--- src/common/rivm_pkg.sv ---
package rivm_pkg;

	localparam int ADDR_W = 16;
	localparam int N_SRC = 25;
	localparam int IDX_W = 5;
	localparam int UNLOCK_CYCLES_DEF = 4;
	localparam int WIN_W = 3;

	// fuse encoding: erased cell reads one
	localparam logic FUSE_UNPROG = 1'h1;

	localparam logic [ADDR_W-1:0] RESET_ADDR_APP = 16'h0000;
	localparam logic [ADDR_W-1:0] TABLE_OFS = 16'h0002;
	localparam int SLOT_SHIFT = 1;
	localparam logic [IDX_W-1:0] FIRST_IRQ_VEC = 5'h02;

	// request bit index equals vector number minus two
	localparam int SRC_EXT0 = 0;
	localparam int SRC_EXT1 = 1;
	localparam int SRC_PCH0 = 2;
	localparam int SRC_WDOG = 5;
	localparam int SRC_TMR2 = 6;
	localparam int SRC_TMR1 = 9;
	localparam int SRC_TMR0 = 13;
	localparam int SRC_SER = 16;
	localparam int SRC_MISC = 20;

	// word address of each entry relative to base address 0 (table start is TABLE_OFS above it), indexed by source bit
	localparam logic [N_SRC-1:0][ADDR_W-1:0] VEC_OFS = {
		16'h0032, 16'h0030, 16'h002E, 16'h002C, 16'h002A,
		16'h0028, 16'h0026, 16'h0024, 16'h0022,
		16'h0020, 16'h001E, 16'h001C,
		16'h001A, 16'h0018, 16'h0016, 16'h0014,
		16'h0012, 16'h0010, 16'h000E,
		16'h000C, 16'h000A, 16'h0008, 16'h0006,
		16'h0004, 16'h0002
	};

	typedef enum logic [1:0] {
		RIVM_IDLE,
		RIVM_OPEN,
		RIVM_TRAIL
	} rivm_phase_t;

	typedef struct packed {
		logic en;
		logic unlock;
		logic relocate;
	} rivm_ctl_wr_t;

	typedef struct packed {
		rivm_phase_t phase;
		logic [WIN_W-1:0] win;
		logic relocate;
		logic fuse_taken;
		logic boot_rst;
		logic [ADDR_W-1:0] boot_addr;
		logic [ADDR_W-1:0] reset_vec;
		logic irq_valid;
		logic [ADDR_W-1:0] vec_addr;
		logic [IDX_W-1:0] vec_num;
		logic blocked;
	} rivm_state_t;

endpackage

--- src/hw/rivm_prio.sv ---
`timescale 1ns/1ps
module rivm_prio #(
	parameter int N = 25,
	parameter int W = 5
) (
	input wire logic [N-1:0] req,
	output logic any,
	output logic [W-1:0] idx
);
	generate
		if (N < 1 || N > (1 << W)) begin : g_bad
			$error("rivm_prio: N does not fit index width");
		end
	endgenerate

	// scan downward so the lowest set bit is the last to win
	always_comb begin
		any = |req;
		idx = '0;
		for (int i = N - 1; i >= 0; i--) begin
			if (req[i]) begin
				idx = W'(i);
			end
		end
	end
endmodule // rivm_prio

--- src/hw/rivm_top.sv ---
`timescale 1ns/1ps
module rivm_top #(
	parameter int UNLOCK_CYCLES = rivm_pkg::UNLOCK_CYCLES_DEF,
	parameter int N_REQ = rivm_pkg::N_SRC
) (
	input wire logic clk,
	input wire logic resetn,
	input wire logic boot_reset_fuse,
	input wire logic [rivm_pkg::ADDR_W-1:0] boot_start_addr,
	input wire logic [N_REQ-1:0] irq_req,
	input wire logic global_int_enable,
	input wire rivm_pkg::rivm_ctl_wr_t ctl_wr,
	input wire logic insn_done,
	output logic [rivm_pkg::ADDR_W-1:0] reset_vec_q,
	output logic reset_vec_valid_q,
	output logic irq_valid_q,
	output logic [rivm_pkg::ADDR_W-1:0] irq_vec_addr_q,
	output logic [rivm_pkg::IDX_W-1:0] irq_vec_num_q,
	output logic irq_blocked_q,
	output logic vector_relocate_q
);
	generate
		if (UNLOCK_CYCLES < 1 || UNLOCK_CYCLES >= (1 << rivm_pkg::WIN_W)) begin : g_bad_win
			$error("rivm_top: UNLOCK_CYCLES outside counter range");
		end
		if (N_REQ != rivm_pkg::N_SRC) begin : g_bad_n
			$error("rivm_top: request count must match vector table");
		end
	endgenerate

	rivm_pkg::rivm_state_t q;
	rivm_pkg::rivm_state_t d;
	logic req_any;
	logic [rivm_pkg::IDX_W-1:0] req_idx;
	logic unlock_wr;
	logic sel_wr;
	logic [rivm_pkg::ADDR_W-1:0] tbl_base;

	rivm_prio #(
		.N(N_REQ),
		.W(rivm_pkg::IDX_W)
	) u_prio (
		.req(irq_req),
		.any(req_any),
		.idx(req_idx)
	);

	always_comb begin
		d = q;
		unlock_wr = ctl_wr.en && ctl_wr.unlock;
		sel_wr = ctl_wr.en && !ctl_wr.unlock && (q.phase == rivm_pkg::RIVM_OPEN);
		// table start moves with the relocate bit only, never with the reset vector
		tbl_base = (q.relocate ? q.boot_addr : rivm_pkg::RESET_ADDR_APP)
			+ rivm_pkg::TABLE_OFS;

		// strap sampled once, on the first edge after reset release
		if (!q.fuse_taken) begin
			d.fuse_taken = 1'b1;
			d.boot_rst = boot_reset_fuse;
			d.boot_addr = boot_start_addr;
			if (boot_reset_fuse == rivm_pkg::FUSE_UNPROG) begin
				d.reset_vec = rivm_pkg::RESET_ADDR_APP;
			end else begin
				d.reset_vec = boot_start_addr;
			end
		end

		case (q.phase)
			rivm_pkg::RIVM_IDLE: begin
				d.phase = rivm_pkg::RIVM_IDLE;
			end
			rivm_pkg::RIVM_OPEN: begin
				if (sel_wr) begin
					d.relocate = ctl_wr.relocate;
					d.phase = rivm_pkg::RIVM_TRAIL;
				end else if (q.win == rivm_pkg::WIN_W'(1)) begin
					d.phase = rivm_pkg::RIVM_IDLE;
				end else begin
					d.win = q.win - rivm_pkg::WIN_W'(1);
				end
			end
			rivm_pkg::RIVM_TRAIL: begin
				// hold off until the instruction after the select write retires
				if (insn_done) begin
					d.phase = rivm_pkg::RIVM_IDLE;
				end
			end
			default: begin
				d.phase = rivm_pkg::RIVM_IDLE;
			end
		endcase

		// a repeated unlock restarts the window
		if (unlock_wr) begin
			d.phase = rivm_pkg::RIVM_OPEN;
			d.win = rivm_pkg::WIN_W'(UNLOCK_CYCLES);
		end
		d.blocked = (d.phase != rivm_pkg::RIVM_IDLE);

		// the I-bit is only read here, never written; blocking gates the request
		d.irq_valid = req_any && global_int_enable && q.fuse_taken
			&& (q.phase == rivm_pkg::RIVM_IDLE) && !unlock_wr;
		d.vec_num = req_idx + rivm_pkg::FIRST_IRQ_VEC;
		d.vec_addr = tbl_base
			+ (rivm_pkg::ADDR_W'(req_idx) << rivm_pkg::SLOT_SHIFT);
	end

	always_ff @(posedge clk or negedge resetn) begin
		if (!resetn) begin
			q <= '{
				phase: rivm_pkg::RIVM_IDLE,
				win: '0,
				relocate: 1'b0,
				fuse_taken: 1'b0,
				boot_rst: 1'b1,
				boot_addr: '0,
				reset_vec: rivm_pkg::RESET_ADDR_APP,
				irq_valid: 1'b0,
				vec_addr: '0,
				vec_num: '0,
				blocked: 1'b0
			};
		end else begin
			q <= d;
		end
	end

	assign reset_vec_q = q.reset_vec;
	assign reset_vec_valid_q = q.fuse_taken;
	assign irq_valid_q = q.irq_valid;
	assign irq_vec_addr_q = q.vec_addr;
	assign irq_vec_num_q = q.vec_num;
	assign irq_blocked_q = q.blocked;
	assign vector_relocate_q = q.relocate;

	logic [N_REQ-1:0] lower_mask;
	always_comb begin
		lower_mask = '0;
		for (int i = 0; i < N_REQ; i++) begin
			lower_mask[i] = (i + 2) < int'(q.vec_num);
		end
	end
endmodule // rivm_top

--- config.mk ---
export PLATFORM = sky130hd
export DESIGN_NAME = rivm_top
export DESIGN_NICKNAME = d
export VERILOG_FILES = /design/src/common/rivm_pkg.sv /design/src/hw/rivm_prio.sv /design/src/hw/rivm_top.sv
export SDC_FILE = /design/constraint.sdc
export NUM_CORES = 1
export LEC_CHECK = 0
export BUFFER_PORTS_ARGS = -buffer_cell sky130_fd_sc_hd__buf_2
export CORE_ASPECT_RATIO = 0.75
export CORE_MARGIN = 4
export CORE_UTILIZATION = 50
export DETAILED_ROUTE_END_ITERATION = 8
export GPL_TIMING_DRIVEN = 0
export PLACE_DENSITY = 0.76
export RECOVER_POWER = 25
export SYNTH_ARGS = -nofsm -noshare
export SYNTH_HDL_FRONTEND = slang
export SYNTH_SLANG_ARGS = --single-unit
--- constraint.sdc ---
create_clock -name clk -period 3.51 [get_ports clk]
set_clock_uncertainty 0.05 [all_clocks]
set_input_delay 0.5265 -clock clk [delete_from_list [all_inputs] [get_ports clk]]
set_output_delay 0.5265 -clock clk [all_outputs]
set_load 0.02 [all_outputs]
==> impl_metrics.ini <==
[status]
status = finished clean

[power]
pwr-share-comb_pct = 22.6
power_switching_uw = 544
switching_share_pct = 27.0
clkPwrFrac_pct = 35.3
peakVddDrop_mv = 0.283
power.density_mw_per_mm2 = 482
pwr-share-seq_pct = 42.1
p_leak_uw = 0.00211
p_int_uw = 1470

[yosys]
synth_edf_count = 0
synth_cells = 338
synthArstFlopShare_pct = 100
synth_warnings = 0
synth_seq_cells = 62
yosysSeqAreaShare_pct = 45.8
syn-cell-area_mm2 = 0.00339
synth_cell_types = 49
synthFlopType = dfrtp_1
synth.avg_cell_area_um2 = 10.0
synth_nets = 403

[floorplan]
die_y_um = 79.3
row_count = 25
ioPinCount = 90
initial_core_util_pct = 52.6
die_x_um = 103
die_area_mm2 = 0.00817
core_area_mm2 = 0.00644

[layout]
drive_above_1_share_pct = 37.3
regArea_mm2 = 0.00155
multi_input_area_mm2 = 0.00147
fill_cells = 521
diodes = 0
fin_nets = 502
syn2layout_area_growth_pct = 23.1

[global_route]
antenna_found_initial = 0
grt_max_degree = 63
grt_remaining_overflow = 0
grt_usage_pct = 18.5
first_global_vias = 2448
grt_pass1_wl_um = 11600

[job]
maxCapViolations = 0

[clock_tree]
cts_max_path_buffers = 2
post_cts_resized = 0
cts_hold_buffers = 0
ctsHtreeMaxLevel = 3
clock_latency_ns = 0.33
clkTransAtPathRegs_ns = 0.06
cts_sinks = 62
cts-root-buf = clkbuf_8
cts_tree = done
cts_setup_buffers = 0
numCtsBuffers = 9

[detailed_routing]
vias = 2642
finalWirelength_um = 7030
drcViolationCount = 0
drt_iter0_drc = 103
dr.pass1.iters = 4
ant_nets = 0
vias_per_cell = 5.05
wl_per_cell_um = 13.4

[placed_design]
gp_congestion = 0.827
port_buffers = 88
post-dp-hpwl_um = 5450

[timing]
period_share_pct = 93.6
whs_ns = 0.360
hold_viol = 0
finalSetupTns_ns = 0
rsz0062_at_grt = false
fmax_mhz = 305
setup_viol_count_final = 0
worst_pin_slew_ns = 1.46
slew_violations = 0
min_period_ns = 3.28
max_slew_margin_pct = 2.78

[worst_setup_path]
reg2reg_from = vector_relocate_q
startpoint = irq_req[23]
path_class = input port to register
critPathRequiredTime_ns = 3.69
start_kind = input port
path_max_fanout = 6
worst_ep_arrival_time_ns = 3.47
cp-end-kind = register

[worst_hold_path]
hold_path_class = input port to register
worstHoldStart = ctl_wr[1]
-- critical path, cell delays in order --
cell	delay [ns]
buf_2	0.11
nor4_1	0.41
nand2b_1	0.20
a31oi_1	0.09
o21ai_0	0.27
inv_1	0.08
ha_1	0.34
fa_1	0.46
a21o_1	0.19
a21o_1	0.20
a21oi_2	0.25
o21ai_0	0.12
a21boi_0	0.21
-- registers in the layout, summed over array words and instances, names as in the netlist --
name / flops
irq_blocked_q: 1
irq_vec_addr_q: 16
irq_vec_num_q: 5
reset_vec_q: 16
irq_valid_q: 1
vector_relocate_q: 1
q: 21
reset_vec_valid_q: 1
-- cell usage after synthesis, types with 6 or more instances --
cell	instances	share of area [%]
dfrtp_1	62	46
buf_4	37	8.2
nand2_1	32	3.5
o21ai_0	29	4.3
nand2b_1	19	3.5
nor2_1	18	2.0
inv_1	17	1.9
mux2_2	17	5.7
ha_1	15	5.5
a21oi_1	13	1.9
and2_1	6	1.1
clkbuf_1	6	0.66
-- cell type report --
class	instances	share of cell area [%]
Sequential cell	62	37.2
Multi-Input combinational cell	214	35.3
Timing Repair Buffer	88	10.6
Buffer	45	7.38
Clock buffer	13	4.05
Tap cell	81	2.43
Clock inverter	3	1.56
Inverter	17	1.53
-- cells by family (layout without fill, tap and decap cells) --
group,after synthesis,count (layout),synth area share (%)
muxes,18,18,5.95
adders and majority gates,16,16,6.13
and+or+nand+nor,98,98,14.9
other,1,1,0.111
buffers and inverters,62,166,11.0
xor gates and xnor gates,7,7,1.81
DFF,62,62,45.8
AOI/OAI and AO/OA,74,74,14.3
-- per-layer routing --
| metal | track usage (%) | part of all wire (%) | wire length (um) | vias to the layer above |
|---|---|---|---|---|
| met5 | 0 | 0 | 0 | - |
| met4 | 5.82 | 1.5 | 103 | 0 |
| met3 | 6.23 | 6.4 | 449 | 8 |
| met2 | 27.1 | 46 | 3220 | 74 |
| met1 | 25.7 | 46 | 3260 | 1227 |
| li1 | - | - | - | 1333 |
-- through the flow --
step,setup WS [ns],power (uW),util (%),cell area (um^2),instances
final,0.226,2010,64.7,4170,523
after global routing,0.0440,2130,64.7,4170,523
after CTS,0.128,2040,64.6,4160,523
after detailed placement,-0.198,1320,61.0,3930,507
after global placement,-0.214,1310,61.0,3930,507
after floorplan,0.313,1160,-,3390,338
-- power by group through the flow --
stage | sequential [uW] | clock (uW) | combinational, uW
final | 847 | 710 | 454
after global routing | 858 | 764 | 504
after CTS | 846 | 731 | 460
after detailed placement | 859 | 0 | 458
after global placement | 858 | 0 | 448
after floorplan | 851 | 0 | 308
-- cell usage in the layout (no fill, tap or decap), drive strengths merged, types with 15 or more instances in the layout --
master | netlist | routed
ha | 15 | 15
dfrtp | 62 | 62
clkbuf | 6 | 20
buf | 39 | 126
mux2 | 17 | 17
nor2 | 18 | 18
nand2b | 19 | 19
o21ai | 29 | 29
nand2 | 32 | 32
inv | 17 | 17
-- path summary, 6_finish.rpt --
path,endpoint,slack [ns],depth (start not counted)
worst min-delay path,q[62],0.36,2
worst max register to register,irq_vec_addr_q[10],0.45,10
worst max-delay path,irq_vec_addr_q[10],0.23,13
min in group asynchronous,irq_vec_addr_q[13],0.49,1
worst min register to register,irq_vec_addr_q[15],0.43,1
max in group asynchronous,q[49],2.04,1
Note: power is estimated with default switching activity, not from simulation.
